--- config.mk ---
export PLATFORM = sky130hd
export DESIGN_NAME = sac_top
export DESIGN_NICKNAME = d
export VERILOG_FILES = /design/src/inc/sac_pkg.sv /design/src/hw/sac_clk_div.sv /design/src/hw/sac_sar.sv /design/src/hw/sac_top.sv
export SDC_FILE = /design/constraint.sdc
export NUM_CORES = 1
export LEC_CHECK = 0
export BUFFER_PORTS_ARGS = -buffer_cell sky130_fd_sc_hd__buf_2
export CAP_MARGIN = 20
export CORE_MARGIN = 10
export CORE_UTILIZATION = 58
export DETAILED_ROUTE_END_ITERATION = 12
export GPL_ROUTABILITY_DRIVEN = 1
export PLACE_DENSITY = 0.95
export RECOVER_POWER = 25
export SETUP_SLACK_MARGIN = 0.2
export SLEW_MARGIN = 40
export SYNTH_ARGS = -nofsm -noshare
export SYNTH_HDL_FRONTEND = slang
export SYNTH_SLANG_ARGS = --single-unit
--- constraint.sdc ---
create_clock -name clk_sys_in -period 5.2 [get_ports clk_sys_in]
set_clock_uncertainty 0.05 [all_clocks]
set_input_delay 0.26 -clock clk_sys_in [delete_from_list [all_inputs] [get_ports clk_sys_in]]
set_output_delay 0.26 -clock clk_sys_in [all_outputs]
set_load 0.02 [all_outputs]
--- src/inc/sac_pkg.sv ---
// Purpose: Shared constants and types of the converter control block
// Assumes: 32-bit Avalon-MM register bus, byte addresses
// Notes:   Register layout mirrors the converter's byte registers
package sac_pkg;

  // ---------------------------------------------------------------
  // Register offsets (byte addresses)
  // ---------------------------------------------------------------
  localparam logic [4:0] SAC_OFS_MODE     = 5'h00;
  localparam logic [4:0] SAC_OFS_RES_HIGH = 5'h04;
  localparam logic [4:0] SAC_OFS_RES_LOW  = 5'h08;
  localparam logic [4:0] SAC_OFS_REF_SEL  = 5'h0C;
  localparam logic [4:0] SAC_OFS_IRQ      = 5'h10;
  localparam logic [4:0] SAC_OFS_PIN_CFG  = 5'h14;

  // ---------------------------------------------------------------
  // Field positions
  // ---------------------------------------------------------------
  localparam int SAC_BIT_ENABLE = 7;
  localparam int SAC_BIT_START  = 6;
  localparam int SAC_BIT_DONE   = 5;
  localparam int SAC_LSB_CHSEL  = 0;
  localparam int SAC_BIT_GATE   = 6;
  localparam int SAC_LSB_CLKDIV = 4;
  localparam int SAC_LSB_RESLO  = 0;
  localparam int SAC_BIT_IRQ_EN = 0;
  localparam int SAC_BIT_IRQ_FL = 1;

  // ---------------------------------------------------------------
  // Reset values
  // ---------------------------------------------------------------
  localparam logic [3:0]  SAC_RST_CHSEL  = 4'h0;
  localparam logic [1:0]  SAC_RST_CLKDIV = 2'h0;
  localparam logic [2:0]  SAC_RST_REF    = 3'h0;
  localparam logic [5:0]  SAC_RST_PINCFG = 6'h00;
  localparam logic [11:0] SAC_RST_RESULT = 12'h000;

  // ---------------------------------------------------------------
  // Channel codes and timing
  // ---------------------------------------------------------------
  localparam logic [3:0] SAC_CH_LAST_PIN = 4'h5;
  localparam logic [3:0] SAC_CH_SUPPLY   = 4'h6;
  localparam logic [3:0] SAC_CH_GROUND   = 4'h7;
  localparam logic [3:0] SAC_CH_INTERNAL = 4'h8;
  localparam int SAC_RES_BITS        = 12;
  localparam int SAC_CONV_PERIODS    = 16;
  localparam int SAC_TICKS_PER_PER   = 4;
  localparam int SAC_CONV_TICKS      = SAC_CONV_PERIODS * SAC_TICKS_PER_PER;
  localparam int SAC_SAMPLE_PERIODS  = 2;
  localparam int SAC_DIV_16          = 16;
  localparam int SAC_DIV_8           = 8;
  localparam int SAC_DIV_1           = 1;
  localparam int SAC_DIV_2           = 2;

  // ---------------------------------------------------------------
  // Types
  // ---------------------------------------------------------------
  typedef enum logic [1:0] {
    SAC_REF_2V     = 2'h0,
    SAC_REF_3V     = 2'h1,
    SAC_REF_4V     = 2'h2,
    SAC_REF_SUPPLY = 2'h3
  } sac_ref_e;

  typedef struct packed {
    logic        read;
    logic        write;
    logic [4:0]  address;
    logic [31:0] writedata;
    logic [3:0]  byteenable;
  } sac_bus_req_s;

  typedef struct packed {
    logic        power;
    logic        sample;
    logic [11:0] trial_code;
    logic [3:0]  input_select;
    logic        channel_gate;
    logic        channel_valid;
    sac_ref_e    ref_source;
    logic [5:0]  analog_pin_config;
  } sac_analog_s;

endpackage : sac_pkg

--- src/hw/sac_clk_div.sv ---
// Purpose: Converter clock enable from the oscillator clock
// Assumes: Divisor between 1 and 16
// Notes:   Restart realigns the tick to a new conversion
`timescale 1ns/10ps
module sac_clk_div (
  // Clock and reset
  input  wire logic       clk_sys_in,
  input  wire logic       reset_in,
  // Control
  input  wire logic       restart_in,
  input  wire logic [1:0] sample_clock_divider_in,
  // Converter clock enable
  output logic            tick_out
);
  import sac_pkg::*;

  logic [3:0] count_q;
  logic [3:0] last_cnt;

  always_comb begin
    case (sample_clock_divider_in)
      2'h0:    last_cnt = 4'(SAC_DIV_16 - 1);
      2'h1:    last_cnt = 4'(SAC_DIV_8 - 1);
      2'h2:    last_cnt = 4'(SAC_DIV_1 - 1);
      default: last_cnt = 4'(SAC_DIV_2 - 1);
    endcase
  end

  assign tick_out = !restart_in && (count_q >= last_cnt);

  always_ff @(posedge clk_sys_in or posedge reset_in) begin
    if (reset_in) begin
      count_q <= 4'h0;
    end else if (restart_in || tick_out) begin
      count_q <= 4'h0;
    end else begin
      count_q <= count_q + 4'h1;
    end
  end

endmodule : sac_clk_div

--- src/hw/sac_sar.sv ---
// Purpose: Successive-approximation sequencer for one conversion
// Assumes: Comparator input already synchronised
// Notes:   Sixteen periods of four converter clocks per conversion
`timescale 1ns/10ps
module sac_sar (
  // Clock and reset
  input  wire logic        clk_sys_in,
  input  wire logic        reset_in,
  // Control
  input  wire logic        tick_in,
  input  wire logic        start_in,
  input  wire logic        abort_in,
  input  wire logic        cmp_above_in,
  // Status and data
  output logic             busy_out,
  output logic             sample_out,
  output logic             done_out,
  output logic [11:0]      trial_out,
  output logic [11:0]      result_out
);
  import sac_pkg::*;

  typedef enum logic [2:0] {
    SAR_IDLE   = 3'b001,
    SAR_SAMPLE = 3'b010,
    SAR_CONV   = 3'b100
  } sar_state_e;

  sar_state_e  state_q;
  logic [5:0]  tick_cnt_q;
  logic [3:0]  period;
  logic [3:0]  bit_idx;
  logic        decide;

  assign period   = tick_cnt_q[5:2];
  assign bit_idx  = 4'(SAC_RES_BITS - 1 + SAC_SAMPLE_PERIODS) - period;
  assign decide   = tick_in && (state_q == SAR_CONV) && (tick_cnt_q[1:0] == 2'h3)
                    && (period < 4'(SAC_RES_BITS + SAC_SAMPLE_PERIODS));
  assign busy_out   = (state_q != SAR_IDLE);
  assign sample_out = (state_q == SAR_SAMPLE);

  // ---------------------------------------------------------------
  // Sequence
  // ---------------------------------------------------------------
  always_ff @(posedge clk_sys_in or posedge reset_in) begin
    if (reset_in) begin
      state_q    <= SAR_IDLE;
      tick_cnt_q <= 6'h00;
      done_out   <= 1'b0;
    end else begin
      done_out <= 1'b0;
      case (state_q)
        SAR_IDLE: begin
          if (start_in) begin
            state_q    <= SAR_SAMPLE;
            tick_cnt_q <= 6'h00;
          end
        end
        SAR_SAMPLE: begin
          if (abort_in) begin
            state_q <= SAR_IDLE;
          end else if (tick_in) begin
            tick_cnt_q <= tick_cnt_q + 6'h01;
            if (tick_cnt_q == 6'(SAC_SAMPLE_PERIODS * SAC_TICKS_PER_PER - 1)) begin
              state_q <= SAR_CONV;
            end
          end
        end
        SAR_CONV: begin
          if (abort_in) begin
            state_q <= SAR_IDLE;
          end else if (tick_in) begin
            tick_cnt_q <= tick_cnt_q + 6'h01;
            if (tick_cnt_q == 6'(SAC_CONV_TICKS - 1)) begin
              state_q  <= SAR_IDLE;
              done_out <= 1'b1;
            end
          end
        end
        default: state_q <= SAR_IDLE;
      endcase
    end
  end

  // ---------------------------------------------------------------
  // Approximation register
  // ---------------------------------------------------------------
  always_ff @(posedge clk_sys_in or posedge reset_in) begin
    if (reset_in) begin
      trial_out <= 12'h000;
    end else if (start_in && state_q == SAR_IDLE) begin
      trial_out <= 12'h800;
    end else if (decide) begin
      trial_out[bit_idx] <= cmp_above_in;
      if (bit_idx != 4'h0) begin
        trial_out[bit_idx - 4'h1] <= 1'b1;
      end
    end
  end

  always_ff @(posedge clk_sys_in or posedge reset_in) begin
    if (reset_in) begin
      result_out <= SAC_RST_RESULT;
    end else if (tick_in && state_q == SAR_CONV
                 && tick_cnt_q == 6'(SAC_CONV_TICKS - 1)) begin
      result_out <= trial_out;
    end
  end

endmodule : sac_sar

--- src/hw/sac_top.sv ---
// Purpose: Control of a 12-bit successive-approximation converter
// Assumes: Avalon-MM slave, one wait state, byte lane 0 carries data
// Notes:   Runs on the oscillator clock, independent of the CPU clock
//
// Added by the designer: the register addresses and the Avalon-MM interface to the registers.
`timescale 1ns/10ps

// Overview of operation
// - Start needs start write with enable set
// - Start bit self-clears at completion
// - Completion sets done, flag, result registers
// - Flag with irq enable requests interrupt
// - Service entry clears interrupt flag
// - Select code plus gate picks input
// - Four converter clock rates set speed
// - Four high reference sources selectable
// - Twelve-bit unsigned code, 4096 steps
// - Converter keeps running in idle
// - Completion with irq enable wakes system
// - Divider codes give fosc/16, /8, /1, /2
// - Conversion lasts 64 converter clocks
// - Reference select decode, bit 2 supply
// - Result split high byte, low nibble
module sac_top #(
  parameter int SYNC_STAGES = 2
) (
  // Clock and reset
  input  wire logic                  clk_sys_in,
  input  wire logic                  reset_in,
  // Avalon-MM register slave
  input  wire sac_pkg::sac_bus_req_s avs_req_in,
  output logic                       avs_waitrequest_out,
  output logic [31:0]                avs_readdata_out,
  // CPU side
  input  wire logic                  isr_enter_in,
  output logic                       irq_req_out,
  output logic                       wake_out,
  // Analog converter core
  input  wire logic                  cmp_above_in,
  output sac_pkg::sac_analog_s       analog_out
);
  import sac_pkg::*;

  // ---------------------------------------------------------------
  // Register state
  // ---------------------------------------------------------------
  logic        converter_enable_q;
  logic        conversion_start_q;
  logic        conversion_done_q;
  logic [3:0]  input_select_q;
  logic        channel_gate_q;
  logic [1:0]  sample_clock_divider_q;
  logic [2:0]  ref_level_select_q;
  logic        converter_irq_enable_q;
  logic        converter_irq_flag_q;
  logic [5:0]  analog_pin_config_q;
  logic [11:0] result_q;

  // ---------------------------------------------------------------
  // Internal signals
  // ---------------------------------------------------------------
  logic [SYNC_STAGES-1:0] cmp_sync_q;
  logic        bus_req;
  logic        bus_ack_q;
  logic        wr_take;
  logic        rd_take;
  logic        wr_lane;
  logic [7:0]  wr_byte;
  logic        start_req;
  logic        start_go;
  logic        abort;
  logic        tick;
  logic        busy;
  logic        sample;
  logic        done_pulse;
  logic [11:0] trial;
  logic [11:0] sar_result;
  logic [31:0] rd_data_d;

  // ---------------------------------------------------------------
  // Helpers
  // ---------------------------------------------------------------
  function automatic logic hits(input logic [4:0] addr, input logic [4:0] ofs);
    hits = (addr[4:2] == ofs[4:2]);
  endfunction : hits

  function automatic sac_ref_e ref_decode(input logic [2:0] sel);
    if (sel[2]) begin
      ref_decode = SAC_REF_SUPPLY;
    end else begin
      case (sel[1:0])
        2'h2:    ref_decode = SAC_REF_4V;
        2'h1:    ref_decode = SAC_REF_3V;
        2'h0:    ref_decode = SAC_REF_2V;
        default: ref_decode = SAC_REF_2V;
      endcase
    end
  endfunction : ref_decode

  function automatic logic chan_valid(input logic [3:0] sel, input logic gate);
    chan_valid = gate && (sel <= SAC_CH_INTERNAL);
  endfunction : chan_valid

  // ---------------------------------------------------------------
  // Bus handshake: one wait state per access
  // ---------------------------------------------------------------
  // Both strobes high is refused: no wait state, no register write, but read data still reloads
  assign bus_req             = avs_req_in.read ^ avs_req_in.write;
  assign avs_waitrequest_out = bus_req && !bus_ack_q;
  assign wr_take             = avs_req_in.write && bus_ack_q;
  assign rd_take             = avs_req_in.read && !bus_ack_q;
  assign wr_lane             = wr_take && avs_req_in.byteenable[0];
  assign wr_byte             = avs_req_in.writedata[7:0];

  always_ff @(posedge clk_sys_in or posedge reset_in) begin
    if (reset_in) begin
      bus_ack_q <= 1'b0;
    end else begin
      bus_ack_q <= bus_req && !bus_ack_q;
    end
  end

  // ---------------------------------------------------------------
  // Comparator synchroniser
  // ---------------------------------------------------------------
  // Comparator settles asynchronously to this clock
  always_ff @(posedge clk_sys_in or posedge reset_in) begin
    if (reset_in) begin
      cmp_sync_q <= '0;
    end else begin
      cmp_sync_q <= {cmp_sync_q[SYNC_STAGES-2:0], cmp_above_in};
    end
  end

  // ---------------------------------------------------------------
  // Start decision
  // ---------------------------------------------------------------
  // Start needs enable both stored and in the same write
  // Clearing enable mid-conversion aborts and keeps the result
  assign start_req = wr_lane && hits(avs_req_in.address, SAC_OFS_MODE)
                     && wr_byte[SAC_BIT_START];
  assign start_go  = start_req && wr_byte[SAC_BIT_ENABLE]
                     && converter_enable_q && !busy;
  assign abort     = busy && !converter_enable_q;

  // ---------------------------------------------------------------
  // Mode register
  // ---------------------------------------------------------------
  always_ff @(posedge clk_sys_in or posedge reset_in) begin
    if (reset_in) begin
      converter_enable_q <= 1'b0;
      input_select_q     <= SAC_RST_CHSEL;
    end else if (wr_lane && hits(avs_req_in.address, SAC_OFS_MODE)) begin
      converter_enable_q <= wr_byte[SAC_BIT_ENABLE];
      input_select_q     <= wr_byte[SAC_LSB_CHSEL +: 4];
    end
  end

  always_ff @(posedge clk_sys_in or posedge reset_in) begin
    if (reset_in) begin
      conversion_start_q <= 1'b0;
    end else if (start_go) begin
      conversion_start_q <= 1'b1;
    end else if (done_pulse || abort) begin
      conversion_start_q <= 1'b0;
    end
  end

  always_ff @(posedge clk_sys_in or posedge reset_in) begin
    if (reset_in) begin
      conversion_done_q <= 1'b0;
    end else if (start_go) begin
      // A start in the completion cycle wins and begins afresh
      conversion_done_q <= 1'b0;
    end else if (done_pulse) begin
      conversion_done_q <= 1'b1;
    end
  end

  // ---------------------------------------------------------------
  // Result, gate and clock rate register
  // ---------------------------------------------------------------
  always_ff @(posedge clk_sys_in or posedge reset_in) begin
    if (reset_in) begin
      channel_gate_q         <= 1'b0;
      sample_clock_divider_q <= SAC_RST_CLKDIV;
    end else if (wr_lane && hits(avs_req_in.address, SAC_OFS_RES_LOW)) begin
      channel_gate_q         <= wr_byte[SAC_BIT_GATE];
      sample_clock_divider_q <= wr_byte[SAC_LSB_CLKDIV +: 2];
    end
  end

  always_ff @(posedge clk_sys_in or posedge reset_in) begin
    if (reset_in) begin
      result_q <= SAC_RST_RESULT;
    end else if (done_pulse) begin
      result_q <= sar_result;
    end
  end

  // ---------------------------------------------------------------
  // Reference and pin configuration
  // ---------------------------------------------------------------
  always_ff @(posedge clk_sys_in or posedge reset_in) begin
    if (reset_in) begin
      ref_level_select_q <= SAC_RST_REF;
    end else if (wr_lane && hits(avs_req_in.address, SAC_OFS_REF_SEL)) begin
      ref_level_select_q <= wr_byte[2:0];
    end
  end

  always_ff @(posedge clk_sys_in or posedge reset_in) begin
    if (reset_in) begin
      analog_pin_config_q <= SAC_RST_PINCFG;
    end else if (wr_lane && hits(avs_req_in.address, SAC_OFS_PIN_CFG)) begin
      analog_pin_config_q <= wr_byte[5:0];
    end
  end

  // ---------------------------------------------------------------
  // Interrupt enable and flag
  // ---------------------------------------------------------------
  always_ff @(posedge clk_sys_in or posedge reset_in) begin
    if (reset_in) begin
      converter_irq_enable_q <= 1'b0;
    end else if (wr_lane && hits(avs_req_in.address, SAC_OFS_IRQ)) begin
      converter_irq_enable_q <= wr_byte[SAC_BIT_IRQ_EN];
    end
  end

  // Set by completion beats any clear in the same cycle
  always_ff @(posedge clk_sys_in or posedge reset_in) begin
    if (reset_in) begin
      converter_irq_flag_q <= 1'b0;
    end else if (done_pulse) begin
      converter_irq_flag_q <= 1'b1;
    end else if (isr_enter_in) begin
      converter_irq_flag_q <= 1'b0;
    end else if (wr_lane && hits(avs_req_in.address, SAC_OFS_IRQ)) begin
      // Writing zero clears, writing one leaves it
      converter_irq_flag_q <= converter_irq_flag_q & wr_byte[SAC_BIT_IRQ_FL];
    end
  end

  // Level request, held until service entry or a firmware clear
  assign irq_req_out = converter_irq_flag_q && converter_irq_enable_q;

  always_ff @(posedge clk_sys_in or posedge reset_in) begin
    if (reset_in) begin
      wake_out <= 1'b0;
    end else begin
      // One-cycle pulse lifts the system out of its low-power mode
      wake_out <= done_pulse && converter_irq_enable_q;
    end
  end

  // ---------------------------------------------------------------
  // Read data
  // ---------------------------------------------------------------
  always_comb begin
    rd_data_d = 32'h0000_0000;
    if (hits(avs_req_in.address, SAC_OFS_MODE)) begin
      rd_data_d[SAC_BIT_ENABLE]       = converter_enable_q;
      rd_data_d[SAC_BIT_START]        = conversion_start_q;
      rd_data_d[SAC_BIT_DONE]         = conversion_done_q;
      rd_data_d[SAC_LSB_CHSEL +: 4]   = input_select_q;
    end else if (hits(avs_req_in.address, SAC_OFS_RES_HIGH)) begin
      rd_data_d[7:0]                  = result_q[11:4];
    end else if (hits(avs_req_in.address, SAC_OFS_RES_LOW)) begin
      rd_data_d[SAC_BIT_GATE]         = channel_gate_q;
      rd_data_d[SAC_LSB_CLKDIV +: 2]  = sample_clock_divider_q;
      rd_data_d[SAC_LSB_RESLO +: 4]   = result_q[3:0];
    end else if (hits(avs_req_in.address, SAC_OFS_REF_SEL)) begin
      rd_data_d[2:0]                  = ref_level_select_q;
    end else if (hits(avs_req_in.address, SAC_OFS_IRQ)) begin
      rd_data_d[SAC_BIT_IRQ_EN]       = converter_irq_enable_q;
      rd_data_d[SAC_BIT_IRQ_FL]       = converter_irq_flag_q;
    end else if (hits(avs_req_in.address, SAC_OFS_PIN_CFG)) begin
      rd_data_d[5:0]                  = analog_pin_config_q;
    end
  end

  always_ff @(posedge clk_sys_in or posedge reset_in) begin
    if (reset_in) begin
      avs_readdata_out <= 32'h0000_0000;
    // Loaded in the first request cycle, stands at the ack edge
    end else if (rd_take) begin
      avs_readdata_out <= rd_data_d;
    end
  end

  // ---------------------------------------------------------------
  // Converter clock and sequencer
  // ---------------------------------------------------------------
  // Runs from the oscillator clock only, so idle mode leaves it going
  sac_clk_div u_clk_div (
    .clk_sys_in              (clk_sys_in),
    .reset_in                (reset_in),
    .restart_in              (start_go),
    .sample_clock_divider_in (sample_clock_divider_q),
    .tick_out                (tick)
  );

  sac_sar u_sar (
    .clk_sys_in   (clk_sys_in),
    .reset_in     (reset_in),
    .tick_in      (tick),
    .start_in     (start_go),
    .abort_in     (abort),
    .cmp_above_in (cmp_sync_q[SYNC_STAGES-1]),
    .busy_out     (busy),
    .sample_out   (sample),
    .done_out     (done_pulse),
    .trial_out    (trial),
    .result_out   (sar_result)
  );

  // ---------------------------------------------------------------
  // Analog core controls
  // ---------------------------------------------------------------
  // Reference choice for the internal channel is left to firmware
  always_ff @(posedge clk_sys_in or posedge reset_in) begin
    if (reset_in) begin
      analog_out <= '0;
    end else begin
      analog_out.power             <= converter_enable_q;
      analog_out.sample            <= sample;
      analog_out.trial_code        <= trial;
      analog_out.input_select      <= input_select_q;
      analog_out.channel_gate      <= channel_gate_q;
      analog_out.channel_valid     <= chan_valid(input_select_q, channel_gate_q);
      analog_out.ref_source        <= ref_decode(ref_level_select_q);
      analog_out.analog_pin_config <= analog_pin_config_q;
    end
  end

endmodule : sac_top

==> qor.csv <==
stage,metric,value,unit
synthesis,ys.flop_type,dfrtp_1,
placement,dpl.hpwl,8060,um
synthesis,synth_top_area_frac,0.545,
cts,tritoncts,built,
worst_setup_path,critPathCaptureType,flop,
grt,grt_overflow,0,
power,p_int,1.29,mW
synthesis,synth_edf_count,0,
cts,cts_buffers,9,
floorplanning,fp.dieW,113,um
floorplanning,rows,33,
synthesis,syn-mean-instance-area,11.8,um^2
cts,hold_buffers,2,
cts,cts_num_sinks,111,
floorplanning,die_h,113,um
synthesis,mappedNetlistArea,5050,um^2
timing,drv_slew,42,
timing,timing.slew.headroom,-0.173,
timing,setup_slack,2100,ps
detailed_routing,avgViaCountPerCell,5.82,
timing,hold_viol,0,
synthesis,synth_area_leaders,"dfrtp_1 (54%), mux2_2 (6.9%), buf_4 (3.6%)",
power,peakVddDrop,0.153,mV
worst_hold_path,hold_class,input port to flop,
grt,grt_pass1_vias,3533,
synthesis,async_flop_share,1.00,
synthesis,synth_cells,430,
synthesis,ys_ff_latch,111,
cts,cts_buffer_depth,2,
power,switching_share,0.323,
layout,post-route-cell-area,5520,um^2
outcome,status,"finished, violations left",
timing,fin_crit,3100,ps
worst_setup_path,crit_type,flop to flop,
grt,grt_max_degree,72,
power,p_sw,0.612,mW
worst_setup_path,crit_required,5410,ps
power,seq_power_share,0.533,
timing,fin_setup_tns,0,ps
detailed_routing,vias,3421,
cts,cts_max_level,3,
cts,clk_pin_slew,110,ps
detailed_routing,route.detailed.drc,0,
layout,nets,535,
placement,place_ws,2150,ps
layout,diodes,0,
cts,ctsRootBufferMaster,clkbuf_8,
placement,place_area,5300,um^2
cts,post-cts-setup-buffers,0,
run,cap_violations,1,
timing,tightest_slew,1750,ps
worst_setup_path,arrival,3300,ps
worst_setup_path,start_kind,flop,
power,power,1.90,mW
placement,routabilityCongestion,0.908,
timing,finalSetupViolations,0,
detailed_routing,ant_nets,0,
layout,area_delta_synth_final,9.21,%
layout,drive_gt1_frac,0.259,
timing,fmax,323,MHz
detailed_routing,first_pass_iters,4,
outcome,violations,"capacitance limit, slew limit",
cts,insertion_delay,380,ps
grt,antenna_found_initial,0,
power,powerDensity,344,nW/um^2
timing,rsz0062_at_grt,false,
synthesis,ys_types,60,
cts,cts_resized,0,
synthesis,yosysSeqAreaShare,0.550,
timing,period_share,0.595,
floorplanning,pin_count,110,
power,clockPowerShare,0.264,
worst_setup_path,cp_max_fo,14,
detailed_routing,drt_iter0_markers,223,
synthesis,synth_warnings,0,
detailed_routing,wl_per_cell,18.5,um
grt,grt_use_total,0.169,
floorplanning,die_area,12800,um^2
power,leakage,2.59,nW
floorplanning,initial_core_util,0.606,
synthesis,yosysTopAreaCell,dfrtp_1,
floorplanning,coreArea,8340,um^2
detailed_routing,routed_wirelength,10900,um
grt,grt_pass1_wl,17800,um
placement,io_buffers,56,
power,p_comb_frac,0.204,
[Yosys cell counts, types with 3 or more instances]
cell type	n
dfrtp_1	110
mux2_2	31
nand2_1	31
buf_4	24
nor2_1	21
clkbuf_1	16
o21ai_0	16
nand3_1	15
inv_1	12
a21oi_1	11
ha_1	10
mux2_4	10
nor2b_1	9
nor3_1	9
mux2i_1	8
xnor2_1	8
nand2b_1	7
o31ai_1	6
a31oi_1	5
and2_1	4
nand4_1	4
nor3b_1	4
nor4_1	4
a211oi_1	3
a32o_1	3
and3_1	3
buf_2	3
o22ai_1	3
o41ai_1	3
xor2_1	3
[cell families after synthesis]
group,count (synthesis),share of synthesized area
mux,52,0.124
xor+xnor,11,0.0191
other cells,1,0.000742
fa+ha+maj,10,0.0248
buf+inv,58,0.0631
simple gates,120,0.126
compound gates,67,0.0931
flops,111,0.550
[critical path, cell delays in order (launching register included)]
cell and delay (ps):
dfrtp_1 480, or2_2 320, ha_1 280, o21a_1 110
nor2_1 110, or2_1 460, nor4_4 570, buf_4 280
mux2_4 310
[flip-flops by register name, indices dropped and copies added, names as in the netlist, 2 cells and up]
register,count
analog_out,28
result_q,12
u_sar.result_out,12
u_sar.trial_out,12
avs_readdata_out,8
analog_pin_config_q,6
u_sar.tick_cnt_q,6
input_select_q,4
u_clk_div.count_q,4
ref_level_select_q,3
u_sar.state_q,3
cmp_sync_q,2
sample_clock_divider_q,2
[layout make-up]
type / count / area [um^2]
fillers: 622 / 2820
flip-flops and latches: 111 / 2780
multi-input cells: 284 / 2050
repair buffers: 60 / 319
clock buffers: 10 / 138
well taps: 105 / 131
clock inverters: 6 / 52.6
inverters: 12 / 46.3
[cell usage in the layout, fill, tap and decap left out, types with 2 or more instances in the layout]
cell,synthesis,final
o311ai_0,2,2
mux2_2,31,31
xnor2_1,8,8
o31ai_1,6,6
inv_8,0,2
conb_1,1,24
nand2b_1,7,7
and2_1,4,4
dlygate4sd3_1,0,2
inv_1,12,11
mux2_4,10,10
o21ai_0,16,16
dfrtp_1,110,110
nor2b_1,9,9
nand4_1,4,4
o22ai_1,3,3
o41ai_1,3,3
a211oi_1,3,3
nor2_1,21,21
nor4_1,4,4
a21oi_1,11,11
nor3b_1,4,3
mux2_1,2,2
a32o_1,3,3
buf_2,3,56
clkbuf_8,0,10
and3_1,3,3
nand3_1,15,15
xor2_1,3,3
a221o_1,2,2
mux2i_1,8,8
ha_1,10,10
a31oi_1,5,5
nand2_1,31,31
nor3_1,9,9
[metrics by stage]
step           utilization  cells  hold WS, ps
2_1_floorplan            -    453          241
4_1_cts              0.661    588         66.4
3_3_place_gp         0.635    569          263
6_report             0.662    588         80.0
3_5_place_dp         0.635    570          271
5_1_grt              0.662    588         71.4
[power groups by stage]
stage | clock network, mW | logic [mW] | registers [mW]
6_report | 0.500 | 0.386 | 1.01
5_1_grt | 0.545 | 0.423 | 1.02
4_1_cts | 0.508 | 0.388 | 1.01
3_5_place_dp | 0 | 0.385 | 1.03
3_3_place_gp | 0 | 0.370 | 1.02
2_1_floorplan | 0 | 0.263 | 1.05
[final timing paths]
path / startpoint / end / slack [ps] / cells past startpoint
max: sample_clock_divider_q[1] / u_sar.result_out[4] / 2100 / 8
min: avs_req_in[8] / analog_pin_config_q[4] / 80 / 2
max reg2reg: sample_clock_divider_q[1] / u_sar.result_out[4] / 2100 / 8
min reg2reg: cmp_sync_q[0] / cmp_sync_q[1] / 310 / 0
max in group asynchronous: reset_in / u_sar.tick_cnt_q[2] / 3060 / 4
min in group asynchronous: reset_in / analog_out[6] / 800 / 3
[per-layer routing]
layer,track usage,up-vias,share of wire
li1,-,1566,-
met1,0.199,1721,0.41
met2,0.286,111,0.50
met3,0.0465,23,0.070
met4,0.0668,0,0.023
met5,0,-,0
Note: power is estimated with default switching activity, not from simulation.
